File: src/fsp_pkg.sv
// package: register map, flash command codes, timing and pin carriers for the flash host controller
package fsp_pkg;
  // own register map, byte addresses on the AHB-Lite bus
  localparam logic [7:0] REG_CMD    = 8'h00;
  localparam logic [7:0] REG_ADDR   = 8'h04;
  localparam logic [7:0] REG_WDATA  = 8'h08;
  localparam logic [7:0] REG_RDATA  = 8'h0C;
  localparam logic [7:0] REG_STATUS = 8'h10;
  // field positions
  localparam int CMD_KIND_LSB = 0;
  localparam int CMD_OP_LSB   = 8;
  localparam int ST_BUSY      = 0;
  localparam int ST_READY     = 1;
  localparam int ST_FAIL      = 2;
  localparam int ST_REFUSED   = 3;
  localparam int ST_IDENT     = 4;
  localparam int ST_SUSP      = 5;
  localparam int ST_LOCKOUT   = 6;
  // status bit positions of the flash data word
  localparam int POLL_BIT          = 7;
  localparam int TOGGLE_BIT        = 6;
  localparam int FAIL_BIT          = 5;
  localparam int LOCK_STATE_BIT    = 1;
  // flash command cycles
  localparam logic [18:0] UNLOCK_A1 = 19'h00555;
  localparam logic [18:0] UNLOCK_A2 = 19'h00AAA;
  localparam logic [18:0] CFI_ADDR  = 19'h00055;
  localparam logic [18:0] BLOCKB_LOCK_ADDR = 19'h00080;
  localparam logic [7:0]  UNLOCK_D1 = 8'hAA;
  localparam logic [7:0]  UNLOCK_D2 = 8'h55;
  localparam logic [7:0]  OP_SUSPEND = 8'hB0;
  localparam logic [7:0]  OP_RESUME  = 8'h30;
  localparam logic [7:0]  OP_ID_EXIT = 8'hF0;
  localparam logic [7:0]  OP_ID_ENTRY = 8'h90;
  localparam logic [7:0]  OP_CFI     = 8'h98;
  localparam logic [7:0]  OP_PROGRAM = 8'hA0;
  localparam logic [15:0] FAIL_MASK_LOCK = 16'hFFFD;
  localparam int          SECTOR_LSB = 15;
  // timing
  localparam int CLK_MHZ     = 200;
  localparam int T_RD_NS     = 90;
  localparam int T_WR_NS     = 50;
  localparam int T_SUSP_US   = 20;
  localparam int T_POWERON_MS = 10;
  localparam int RD_CYC      = (T_RD_NS * CLK_MHZ + 999) / 1000;
  localparam int WR_CYC      = (T_WR_NS * CLK_MHZ + 999) / 1000;
  localparam int SUSP_CYC    = T_SUSP_US * CLK_MHZ;
  localparam int POWERON_CYC = T_POWERON_MS * 1000 * CLK_MHZ;
  localparam int SYNC_CYC    = 3;

  // command kinds carried in the CMD register
  typedef enum logic [2:0] {
    KIND_READ     = 3'b000,
    KIND_WRITE    = 3'b001,
    KIND_PREFIX   = 3'b010,
    KIND_PRE_WR   = 3'b011,
    KIND_PRE_RD   = 3'b100,
    KIND_LOCK_B   = 3'b101,
    KIND_POLL     = 3'b110,
    KIND_RSVD     = 3'b111
  } fsp_kind_t;

  typedef struct packed {
    logic        ce_n;
    logic        oe_n;
    logic        we_n;
    logic [18:0] addr;
    logic [15:0] dq_o;
    logic        dq_oe_n;
  } fsp_pins_out_t;

  typedef struct packed {
    logic [15:0] dq_i;
    logic        ready_i;
  } fsp_pins_in_t;
endpackage : fsp_pkg

File: src/fsp_host.sv
// flash host controller: AHB-Lite register slave driving a parallel NOR flash command bus
`timescale 1ns/1ps
module fsp_host #(
  parameter int POWERON_CYCLES = fsp_pkg::POWERON_CYC
) (
  input  wire logic                   hclk,
  input  wire logic                   hresetn,
  input  wire logic                   hsel,
  input  wire logic [31:0]            haddr,
  input  wire logic [1:0]             htrans,
  input  wire logic                   hwrite,
  input  wire logic [2:0]             hsize,
  input  wire logic [31:0]            hwdata,
  input  wire logic                   hready,
  output logic                        hreadyout,
  output logic                        hresp,
  output logic [31:0]                 hrdata,
  output fsp_pkg::fsp_pins_out_t      pins_o,
  input  wire fsp_pkg::fsp_pins_in_t  pins_i
);
  initial
  begin
    if (POWERON_CYCLES < 1 || POWERON_CYCLES > 33554431)
      $error("POWERON_CYCLES out of range");
  end

  typedef enum logic [2:0] {
    ST_IDLE   = 3'b000,
    ST_SETUP  = 3'b001,
    ST_STROBE = 3'b010,
    ST_RECOV  = 3'b011,
    ST_WAIT   = 3'b100
  } fsp_state_t;

  // three-stage pin synchroniser, stage one read only by stage two
  logic [16:0] sync1;
  logic [16:0] sync2;
  logic [16:0] sync3;
  always_ff @(posedge hclk or negedge hresetn)
  begin
    if (!hresetn)
    begin
      sync1 <= 17'h1FFFF;
      sync2 <= 17'h1FFFF;
      sync3 <= 17'h1FFFF;
    end
    else
    begin
      sync1 <= {pins_i.dq_i, pins_i.ready_i};
      sync2 <= sync1;
      sync3 <= sync2;
    end
  end
  logic sync_agree;
  assign sync_agree = (sync2 == sync3);

  // bus slave and register state
  logic        ap_wr;
  logic        ap_rd;
  logic [7:0]  ap_addr;
  logic [15:0] cmd;
  logic [18:0] fl_addr;
  logic [15:0] fl_wdata;
  logic [15:0] rdata;
  logic        fail;
  logic        refused;
  logic        ident;
  logic        susp;
  logic        ready_lvl;
  logic        next_ap_wr;
  logic        next_ap_rd;
  logic [7:0]  next_ap_addr;
  logic [15:0] next_cmd;
  logic [18:0] next_fl_addr;
  logic [15:0] next_fl_wdata;
  logic [31:0] next_hrdata;

  // engine state
  fsp_state_t  state;
  fsp_state_t  next_state;
  logic [1:0]  step;
  logic [1:0]  next_step;
  logic [11:0] cnt;
  logic [11:0] next_cnt;
  logic [24:0] lockout;
  logic [24:0] next_lockout;
  logic        have_first;
  logic        next_have_first;
  logic        fail_seen;
  logic        next_fail_seen;
  logic [15:0] first_rd;
  logic [15:0] next_first_rd;
  logic [15:0] next_rdata;
  logic        next_fail;
  logic        next_refused;
  logic        next_ident;
  logic        next_susp;
  logic [3:0]  prog_sector;
  logic [3:0]  next_prog_sector;
  fsp_pkg::fsp_pins_out_t next_pins;

  logic        start;
  logic        cmd_write;
  fsp_pkg::fsp_kind_t kind;
  logic [7:0]  op;
  logic        step_rd;
  logic [18:0] step_addr;
  logic [15:0] step_data;
  logic        last_step;
  logic        reject;

  assign hreadyout = 1'b1;
  assign hresp     = 1'b0;
  assign kind      = fsp_pkg::fsp_kind_t'(cmd[fsp_pkg::CMD_KIND_LSB +: 3]);
  assign op        = cmd[fsp_pkg::CMD_OP_LSB +: 8];
  assign cmd_write = ap_wr && (ap_addr == fsp_pkg::REG_CMD);
  assign last_step = (step == 2'd3) || (kind == fsp_pkg::KIND_PREFIX && step == 2'd2);

  // acceptance check for a new command written while idle
  always_comb
  begin
    fsp_pkg::fsp_kind_t nk;
    logic [7:0]         nop;
    nk     = fsp_pkg::fsp_kind_t'(hwdata[fsp_pkg::CMD_KIND_LSB +: 3]);
    nop    = hwdata[fsp_pkg::CMD_OP_LSB +: 8];
    reject = 1'b0;
    if (state != ST_IDLE || nk == fsp_pkg::KIND_RSVD)
      reject = 1'b1;
    else if (lockout != 25'h0 && nk != fsp_pkg::KIND_READ && nk != fsp_pkg::KIND_POLL)
      reject = 1'b1;
    else if (ident && !(nk == fsp_pkg::KIND_READ || (nk == fsp_pkg::KIND_WRITE
             && (fl_wdata[7:0] == fsp_pkg::OP_ID_EXIT || fl_wdata[7:0] == fsp_pkg::OP_CFI))
             || (nk == fsp_pkg::KIND_PREFIX && nop == fsp_pkg::OP_ID_EXIT)))
      reject = 1'b1;
    else if (susp && (nk == fsp_pkg::KIND_READ || nk == fsp_pkg::KIND_POLL)
             && fl_addr[18:fsp_pkg::SECTOR_LSB] == prog_sector)
      reject = 1'b1;
    start = cmd_write && !reject;
  end

  // per-step address, data and direction of the command sequence
  always_comb
  begin
    step_rd   = 1'b0;
    step_addr = fsp_pkg::UNLOCK_A1;
    step_data = {8'h00, fsp_pkg::UNLOCK_D1};
    unique case (step)
      2'd0: step_data = {8'h00, fsp_pkg::UNLOCK_D1};
      2'd1:
      begin
        step_addr = fsp_pkg::UNLOCK_A2;
        step_data = {8'h00, fsp_pkg::UNLOCK_D2};
      end
      2'd2: step_data = {8'h00, op};
      2'd3:
      begin
        step_addr = fl_addr;
        step_data = fl_wdata;
        step_rd   = (kind == fsp_pkg::KIND_READ) || (kind == fsp_pkg::KIND_PRE_RD) ||
                    (kind == fsp_pkg::KIND_POLL);
        if (kind == fsp_pkg::KIND_LOCK_B)
        begin
          step_addr = fsp_pkg::BLOCKB_LOCK_ADDR;
          step_data = fl_wdata & fsp_pkg::FAIL_MASK_LOCK;
        end
        else if (kind == fsp_pkg::KIND_WRITE && fl_wdata[7:0] == fsp_pkg::OP_SUSPEND)
          step_addr = 19'h00000;
      end
      default: step_data = 16'h0000;
    endcase
  end

  // engine next state
  always_comb
  begin
    next_state       = state;
    next_step        = step;
    next_cnt         = cnt;
    next_lockout     = (lockout != 25'h0) ? lockout - 25'd1 : lockout;
    next_have_first  = have_first;
    next_fail_seen   = fail_seen;
    next_first_rd    = first_rd;
    next_rdata       = rdata;
    next_ident       = ident;
    next_susp        = susp;
    next_prog_sector = prog_sector;
    next_fail        = fail;
    next_refused     = refused;
    next_pins        = pins_o;
    if (ap_wr && ap_addr == fsp_pkg::REG_STATUS)
    begin
      if (hwdata[fsp_pkg::ST_FAIL])
        next_fail = 1'b0;
      if (hwdata[fsp_pkg::ST_REFUSED])
        next_refused = 1'b0;
    end
    if (cmd_write && reject)
      next_refused = 1'b1;
    unique case (state)
      ST_IDLE:
      if (start)
      begin
        next_state      = ST_SETUP;
        next_have_first = 1'b0;
        next_fail_seen  = 1'b0;
        next_step       = (hwdata[2:0] == 3'd0 || hwdata[2:0] == 3'd1 || hwdata[2:0] == 3'd6) ? 2'd3 : 2'd0;
      end
      ST_SETUP:
      begin
        // address, data and strobe launch together; output gate stays high on writes
        next_pins.ce_n    = 1'b0;
        next_pins.addr    = step_addr;
        next_pins.dq_o    = step_data;
        next_pins.dq_oe_n = step_rd;
        next_pins.oe_n    = !step_rd;
        next_pins.we_n    = step_rd;
        next_cnt          = step_rd ? 12'(fsp_pkg::RD_CYC + fsp_pkg::SYNC_CYC) : 12'(fsp_pkg::WR_CYC);
        next_state        = ST_STROBE;
      end
      ST_STROBE:
      if (cnt > 12'd1)
        next_cnt = cnt - 12'd1;
      else if (!step_rd || sync_agree)
      begin
        next_pins.ce_n = 1'b1;
        next_pins.oe_n = 1'b1;
        next_pins.we_n = 1'b1;
        next_state     = ST_RECOV;
        if (step_rd)
        begin
          next_rdata = sync3[16:1];
          if (kind == fsp_pkg::KIND_POLL && !have_first)
            next_first_rd = sync3[16:1];
        end
      end
      ST_RECOV:
      begin
        next_pins.dq_oe_n = 1'b1;
        next_cnt          = 12'd1;
        next_state        = ST_WAIT;
        if (!last_step)
          next_state = ST_WAIT;
        else if (kind == fsp_pkg::KIND_POLL && !have_first)
        begin
          next_have_first = 1'b1; // first word held, take the second
          next_state      = ST_SETUP;
        end
        else if (kind == fsp_pkg::KIND_POLL &&
                 first_rd[fsp_pkg::TOGGLE_BIT] != rdata[fsp_pkg::TOGGLE_BIT])
        begin
          // toggle still moving: a set fail bit earns one more pair of reads
          next_have_first = 1'b0;
          next_state      = ST_SETUP;
          if (rdata[fsp_pkg::FAIL_BIT])
          begin
            next_fail_seen = 1'b1;
            if (fail_seen)
            begin
              next_fail  = 1'b1;
              next_state = ST_WAIT;
            end
          end
        end
        else
        begin
          if (kind == fsp_pkg::KIND_WRITE)
          begin
            if (fl_wdata[7:0] == fsp_pkg::OP_SUSPEND)
            begin
              next_susp = 1'b1;
              next_cnt  = 12'(fsp_pkg::SUSP_CYC);
            end
            if (fl_wdata[7:0] == fsp_pkg::OP_RESUME)
              next_susp = 1'b0;
            if (fl_wdata[7:0] == fsp_pkg::OP_CFI && fl_addr == fsp_pkg::CFI_ADDR)
              next_ident = 1'b1;
            if (fl_wdata[7:0] == fsp_pkg::OP_ID_EXIT)
              next_ident = 1'b0;
          end
          if (kind == fsp_pkg::KIND_PREFIX || kind == fsp_pkg::KIND_PRE_RD)
            next_ident = (op == fsp_pkg::OP_ID_ENTRY);
          if (kind == fsp_pkg::KIND_PRE_WR && op == fsp_pkg::OP_PROGRAM)
            next_prog_sector = fl_addr[18:fsp_pkg::SECTOR_LSB];
        end
      end
      ST_WAIT:
      if (cnt > 12'd1)
        next_cnt = cnt - 12'd1;
      else if (!last_step)
      begin
        // step advances only after the gap, so the final cycle is never skipped
        next_step  = step + 2'd1;
        next_state = ST_SETUP;
      end
      else
        next_state = ST_IDLE;
      default: next_state = ST_IDLE;
    endcase
  end

  // engine registers
  always_ff @(posedge hclk or negedge hresetn)
  begin
    if (!hresetn)
    begin
      state       <= ST_IDLE;
      step        <= 2'd0;
      cnt         <= 12'h000;
      lockout     <= 25'(POWERON_CYCLES);
      have_first  <= 1'b0;
      fail_seen   <= 1'b0;
      first_rd    <= 16'h0000;
      rdata       <= 16'h0000;
      fail        <= 1'b0;
      refused     <= 1'b0;
      ident       <= 1'b0;
      susp        <= 1'b0;
      prog_sector <= 4'h0;
      pins_o      <= '{ce_n: 1'b1, oe_n: 1'b1, we_n: 1'b1, addr: 19'h00000, dq_o: 16'h0000, dq_oe_n: 1'b1};
    end
    else
    begin
      state       <= next_state;
      step        <= next_step;
      cnt         <= next_cnt;
      lockout     <= next_lockout;
      have_first  <= next_have_first;
      fail_seen   <= next_fail_seen;
      first_rd    <= next_first_rd;
      rdata       <= next_rdata;
      fail        <= next_fail;
      refused     <= next_refused;
      ident       <= next_ident;
      susp        <= next_susp;
      prog_sector <= next_prog_sector;
      pins_o      <= next_pins;
    end
  end

  // AHB-Lite slave: zero wait, read data prepared in the address phase
  always_comb
  begin
    logic ap_ok;
    ap_ok         = hsel && hready && htrans[1];
    next_ap_wr    = ap_ok && hwrite;
    next_ap_rd    = ap_ok && !hwrite;
    next_ap_addr  = haddr[7:0];
    next_cmd      = (cmd_write && !reject) ? hwdata[15:0] : cmd;
    next_fl_addr  = (ap_wr && ap_addr == fsp_pkg::REG_ADDR && state == ST_IDLE) ? hwdata[18:0] : fl_addr;
    next_fl_wdata = (ap_wr && ap_addr == fsp_pkg::REG_WDATA && state == ST_IDLE) ? hwdata[15:0] : fl_wdata;
    next_hrdata   = 32'h00000000;
    if (ap_ok && !hwrite)
    begin
      unique case (haddr[7:0])
        fsp_pkg::REG_CMD:    next_hrdata = {16'h0000, cmd};
        fsp_pkg::REG_ADDR:   next_hrdata = {13'h0000, fl_addr};
        fsp_pkg::REG_WDATA:  next_hrdata = {16'h0000, fl_wdata};
        fsp_pkg::REG_RDATA:  next_hrdata = {16'h0000, rdata};
        fsp_pkg::REG_STATUS: next_hrdata = {25'h0000000, lockout != 25'h0, susp, ident, refused,
                                            fail, ready_lvl, state != ST_IDLE};
        default:             next_hrdata = 32'h00000000;
      endcase
    end
  end

  // bus registers; the ready level only follows the synchroniser once stages agree
  always_ff @(posedge hclk or negedge hresetn)
  begin
    if (!hresetn)
    begin
      ap_wr     <= 1'b0;
      ap_rd     <= 1'b0;
      ap_addr   <= 8'h00;
      cmd       <= 16'h0000;
      fl_addr   <= 19'h00000;
      fl_wdata  <= 16'h0000;
      hrdata    <= 32'h00000000;
      ready_lvl <= 1'b1;
    end
    else
    begin
      ap_wr     <= next_ap_wr;
      ap_rd     <= next_ap_rd;
      ap_addr   <= next_ap_addr;
      cmd       <= next_cmd;
      fl_addr   <= next_fl_addr;
      fl_wdata  <= next_fl_wdata;
      hrdata    <= next_hrdata;
      ready_lvl <= (sync2[0] == sync3[0]) ? sync3[0] : ready_lvl;
    end
  end
endmodule : fsp_host

File: config.mk
export PLATFORM = sky130hd
export DESIGN_NAME = fsp_host
export DESIGN_NICKNAME = d
export VERILOG_FILES = /design/src/fsp_pkg.sv /design/src/fsp_host.sv
export SDC_FILE = /design/constraint.sdc
export NUM_CORES = 1
export LEC_CHECK = 0
export BUFFER_PORTS_ARGS = -buffer_cell sky130_fd_sc_hd__buf_2
export CORE_MARGIN = 2
export CORE_UTILIZATION = 51
export CTS_CLUSTER_DIAMETER = 50
export DETAILED_ROUTE_END_ITERATION = 7
export GPL_TIMING_DRIVEN = 0
export PLACE_DENSITY = 0.84
export SETUP_SLACK_MARGIN = 0.5
export SLEW_MARGIN = 25
export SYNTH_ARGS = -nofsm -noshare
export SYNTH_HDL_FRONTEND = slang
export SYNTH_SLANG_ARGS = --single-unit
File: constraint.sdc
create_clock -name hclk -period 2.6 [get_ports hclk]
set_input_delay 0.26 -clock hclk [delete_from_list [all_inputs] [get_ports hclk]]
set_output_delay 0.26 -clock hclk [all_outputs]
set_load 0.03 [all_outputs]
# --- Yosys cells after proc, flatten, opt, wreduce, memory -nomap -nowiden ---
# Cells that the tools add are included.
op_classes:
  add_sub_neg: 3
  order_cmp: 1
  n_eq_ne: 48
  mux: 67
  bitwise: 3
  reduce_logical: 74
ops:
  columns: ["op", "n"]
  rows:
  - ["one-hot mux 19 bit (5 select lines)", 1]
  - ["two-way mux 12 bit", 6]
  - ["one-hot mux 16 bit (4 select lines)", 1]
  - ["equality test 8 bit, second input constant", 6]
  - ["two-way mux 19 bit", 2]
  - ["one-hot mux 19 bit (2 select lines)", 1]
  - ["one-hot mux 12 bit (3 select lines)", 1]
  - ["two-way mux 3 bit", 11]
  - ["two-way mux 32 bit", 1]
  - ["two-way mux 1 bit", 31]
  - ["logical AND 1 bit", 25]
  - ["nonzero test 25 bit", 1]
  - ["subtractor 25 x 1 -> 25 bit, second input constant", 1]
  - ["equality test 8 x 4 -> 1 bit, second input constant", 3]
  - ["equality test 19 x 7 -> 1 bit, second input constant", 1]
  - ["equality test 3 bit, second input constant", 6]
  - ["inequality test 2 bit, second input constant", 9]
  - ["AND reduction 6 bit", 3]
  - ["equality test 17 bit", 1]
  - ["equality test 8 x 3 -> 1 bit, second input constant", 2]
  - ["equality test 8 x 5 -> 1 bit, second input constant", 2]
  - ["zero test 8 bit", 2]
  - ["AND reduction 4 bit", 4]
  - ["nonzero test 2 bit", 8]
  - ["29 further kinds", 67]
word_totals:
  ff_bits: 258
  inputBits: 91
  output_inout_bits: 73
  word_cells: 225

# --- Logic depth before layout (Yosys ltp) ---
logic_depth:
  depth_word: 14
  ltp_mapped: 9
  ltp_nobuf: 8

# --- Worst setup path after synthesis ---
# No wires, ideal clock.
synth_path:
  kind: "reg-to-reg"
  startpoint: "register lockout[14]"
  endpoint: "register cmd[10]"
  setup_ns: 0.125
  t_arrival_ns: 2.583
  t_required_ns: 2.475
  slack_ns: -0.108
  path_stages_with_launch: 7
  n_path_buf: 1
  synth_period_minus_slack_ns: 2.708
  cell_sequence: "dfrtp_1 or4_4 nor4_2 nand4_4 a2111oi_4 buf_6 mux2_4"
synth_via:
  elab_chain_len: 7
synth_rtl:
  columns: ["item", "line", "source"]
  rows:
  - ["start: declaration", "fsp_host.sv:85", "logic [24:0] lockout;"]
  - ["start signal: assignment", "fsp_host.sv:309", "lockout <= 25'(POWERON_CYCLES);"]
  - ["start signal: assignment", "fsp_host.sv:326", "lockout <= next_lockout;"]
  - ["nonzero test 25 bit", "fsp_host.sv:129", "else if (lockout != 25'h0 && nk != fsp_pkg::KIND_READ && nk != fsp_pkg::KIND_POLL)"]
  - ["logical AND 1 bit (2 in a row)", "fsp_host.sv:129", null]
  - ["two-way mux 1 bit", "fsp_host.sv:129", null]
  - ["two-way mux 1 bit", "fsp_host.sv:127", "if (state != ST_IDLE || nk == fsp_pkg::KIND_RSVD)"]
  - ["zero test 1 bit", "fsp_host.sv:348", "next_cmd = (cmd_write && !reject) ? hwdata[15:0] : cmd;"]
  - ["logical AND 1 bit", "fsp_host.sv:348", null]
  - ["end signal: assignment", "fsp_host.sv:385", "cmd <= next_cmd;"]
  - ["end: declaration", "fsp_host.sv:61", "logic [15:0] cmd;"]
# No other way between the ends.
# A chain may end at the register's enable or synchronous reset.

# --- Final worst setup path ---
layout_path:
  startpoint: "register lockout[23]"
  endpoint: "register cmd[12]"
# Same word-level chain as after synthesis.

==> results.yml <==
clock_network:
  clock_path_buffers: 3
  clk_latency_ns: 0.54
  clkTransAtPathRegs_ns: 0.06
  numClockSinks: 239
  cts_max_level: 1
  numCtsBuffers: 26
  cts_root_buf: "clkbuf_16"
  cts_tree: "done"
power_and_ir_drop:
  p_leak_nw: 6.865
  power_density_mw_per_mm2: 760.7
  irDropWorstVdd_mv: 0.7951
timing:
  maxSlewHeadroom: 0.4833
  rsz0062_at_grt: "yes"
  tightestPinTransition_ns: 0.7644
  setup_ws_ns: -0.06972
  setup_viol: 14
  period_needed_ns: 2.670
  hold_viol_final: 0
  setup-tns-final_ns: -0.5744
  finalHoldWorstSlack_ns: 0.02077
  slew_violations: 0
  fmax_mhz: 374.6
  clock_skew_ns: 0.02052
  post-route-period-util: 1.027
synth:
  syn_area_mm2: 0.01042
  yosysMostFrequentCell: "dfrtp_1"
  seq_area_frac_synth: 0.5814
  async_flop_share: 1.000
  synth_area_leaders: "dfrtp_1 42%, dfstp_2 16%, mux2_2 7.3%, nand2_1 2.7%, nor2_1 2.3%"
  synthMuxAreaShare: 0.1125
  synth-xor-area-share: 0.03445
  synthSimpleGateAreaFrac: 0.1395
  synth_cells: 866
  yosysTopAreaCell: "dfrtp_1"
  synth-main-ff-cell: "dfrtp_1"
  synth_fa_ha_area_frac: 0.01056
  synth-compound-area-share: 0.08980
  synth.ff_latch_count: 239
  yosysWarnings: 0
  synth_edf_count: 0
  netlist.area_leader.share: 0.4226
  synth_top_family_by_area: "simple AND/OR/NAND/NOR gates"
  synth.distinct_cells: 72
  ys_top_cells_by_count: "176 x dfrtp_1, 76 x nand2_1, 68 x mux2_2, 64 x nor2_1, 63 x dfstp_2"
  avgSynthCellArea_um2: 12.04
routing:
  num_vias: 8642
  drcViolationCount: 0
  detail-route-antenna-nets: 0
  drtIter0Drc: 906
  viasPerCell: 6.099
  routedWlPerCell_um: 22.39
  firstDrtPassIters: 5
  wirelength_um: 31730
floorplan:
  coreArea_mm2: 0.02017
  die_x_um: 147.0
  ios: 164
  start_util: 0.5167
  rows: 52
  die_area_mm2: 0.02160
  fp.dieH_um: 147.0
global_routing:
  grt_pass1_vias: 8425
  grt_pass1_wl_um: 45310
  grtUsageTotal: 0.2654
  grt_max_degree: 96
  antenna_found_initial: 4
  overflow: 0
finish:
  drive_gt1_frac: 0.4494
  multi_input_area_mm2: 0.004868
  seq_area_mm2: 0.006065
  nFillCells: 1193
  nets: 1225
  area_growth_pct: 37.19
worst_setup_path:
  worstSetupPathType: "flop to flop"
  cp_max_fo: 10
  cp_data_arrival_time_ns: 3.08
  critPathLaunchType: "flop"
  worstPathRequired_ns: 3.01
  end_kind: "flop"
placed_design:
  portBuffers: 107
  place.gp.congestion: 0.9262
  dp_hpwl_um: 18180
flow_run:
  drv_cap: 0
outcome:
  status: "finished, violations left"
  violations: "setup timing"
min_path:
  hold_path_class: "primary input to flop"
==> power by group <==
group          total, mW  leakage [nW]  internal (mW)  switching (mW)
sequential          4.40          2.94           4.11           0.288
clock               3.81         0.431           2.30            1.51
combinational       2.67          3.49          0.998            1.67
==> final timing paths <==
| kind | startpoint | endpoint | slack, ns | cells past startpoint |
|---|---|---|---|---|
| setup / recovery | lockout[23] | cmd[12] | -0.07 | 7 |
| hold / removal | hwdata[11] | fl_addr[11] | 0.02 | 2 |
| setup reg to reg | lockout[23] | cmd[12] | -0.07 | 7 |
| hold reg to reg | sync1[13] | sync2[13] | 0.35 | 0 |
| max in group asynchronous | hresetn | sync3[15] | 1.10 | 4 |
| min in group asynchronous | hresetn | lockout[22] | 0.27 | 2 |
==> critical path: stages, from the launching register on <==
cell and delay, ns:
dfrtp_1 0.38, or4_4 0.57, nor4_4 0.40, nand4_4 0.17, a2111oi_4 0.37, buf_4 0.19
buf_12 0.15, mux2_4 0.31
==> placed cells by master, fill, tap and decap left out, types with 5 or more instances in the layout <==
master and instances:
a21oi_1 26, a21oi_2 5, a221o_1 5, a222oi_1 6, a22o_1 13, a31oi_1 8
and3_1 18, buf_2 107, buf_4 60, buf_6 33, buf_8 7, clkbuf_1 17
clkbuf_16 30, clkbuf_2 12, conb_1 15, dfrtp_1 172, dfstp_2 63, dlygate4sd3_1 32
inv_1 13, mux2_2 12, mux2_4 67, mux4_2 10, nand2_1 68, nand2_2 7
nand2b_1 5, nand3_1 24, nand4_1 7, nor2_1 56, nor2_4 6, nor3_1 11
nor3_4 9, nor4_1 6, nor4_4 10, nor4b_1 5, o21ai_0 28, o21ai_1 10
or4_4 7, xnor2_1 21, xor2_1 16
==> registers in the layout, indices dropped and copies added (netlist names), 2 cells and up <==
name / flops
rdata: 16
pins_o: 39
lockout: 25
sync1: 17
fl_addr: 19
cmd: 16
sync2: 17
sync3: 17
prog_sector: 4
hrdata: 19
step: 2
cnt: 12
fl_wdata: 16
ap_addr: 8
state: 3
==> kinds of logic (layout without fill, tap and decap cells) <==
logic type | Yosys count | count (layout)
flip-flops | 239 | 239
adder cells (fa/ha/maj) | 9 | 9
buffers and inverters | 67 | 334
AND/OR/NAND/NOR | 280 | 280
XOR/XNOR | 41 | 41
other | 2 | 16
AO/OA/AOI/OAI | 137 | 137
multiplexers | 91 | 91
==> metal layers <==
layer | vias up | part of all wire | track usage
met5 | - | 0.00085 | 0
met4 | 4 | 0.047 | 0.08510
met3 | 177 | 0.11 | 0.07609
met2 | 594 | 0.49 | 0.4434
met1 | 4257 | 0.36 | 0.3371
li1 | 3610 | - | -
==> repair_timing <==
| item | in CTS | in global routing |
|---|---|---|
| resized for setup | 113 | 140 |
| endpoints found under the hold margin | 86 | 0 |
| gates cloned | 2 | 2 |
| setup endpoints to repair | 124 | 161 |
| hold buffers | 32 | 0 |
| buffers inserted | 40 | 34 |
| pin swaps | 23 | 39 |
==> per-stage QoR <==
step	total power [mW]	cells	util	area, µm²	setup WS (ns)
after floorplan	5.807	879	-	10600	-0.08499
after global placement	6.453	1256	0.5690	11480	-2.736
after detailed placement	6.530	1258	0.5725	11550	-0.4414
after CTS	10.47	1380	0.6708	13530	-0.05441
after global routing	11.28	1416	0.7088	14300	-0.1107
final	10.88	1417	0.7089	14300	-0.06972
==> final cells by class <==
cell class | instances | share of cell area
timing repair buffer | 219 | 0.1179
clock inverter | 10 | 0.009713
antenna | 1 | 0.0001750
inverter | 16 | 0.004200
buffer | 51 | 0.02756
tap | 270 | 0.02363
sequential | 239 | 0.4241
multi-input combinational | 573 | 0.3405
clock buffer | 38 | 0.05224
(Power assumes the default switching activity.)
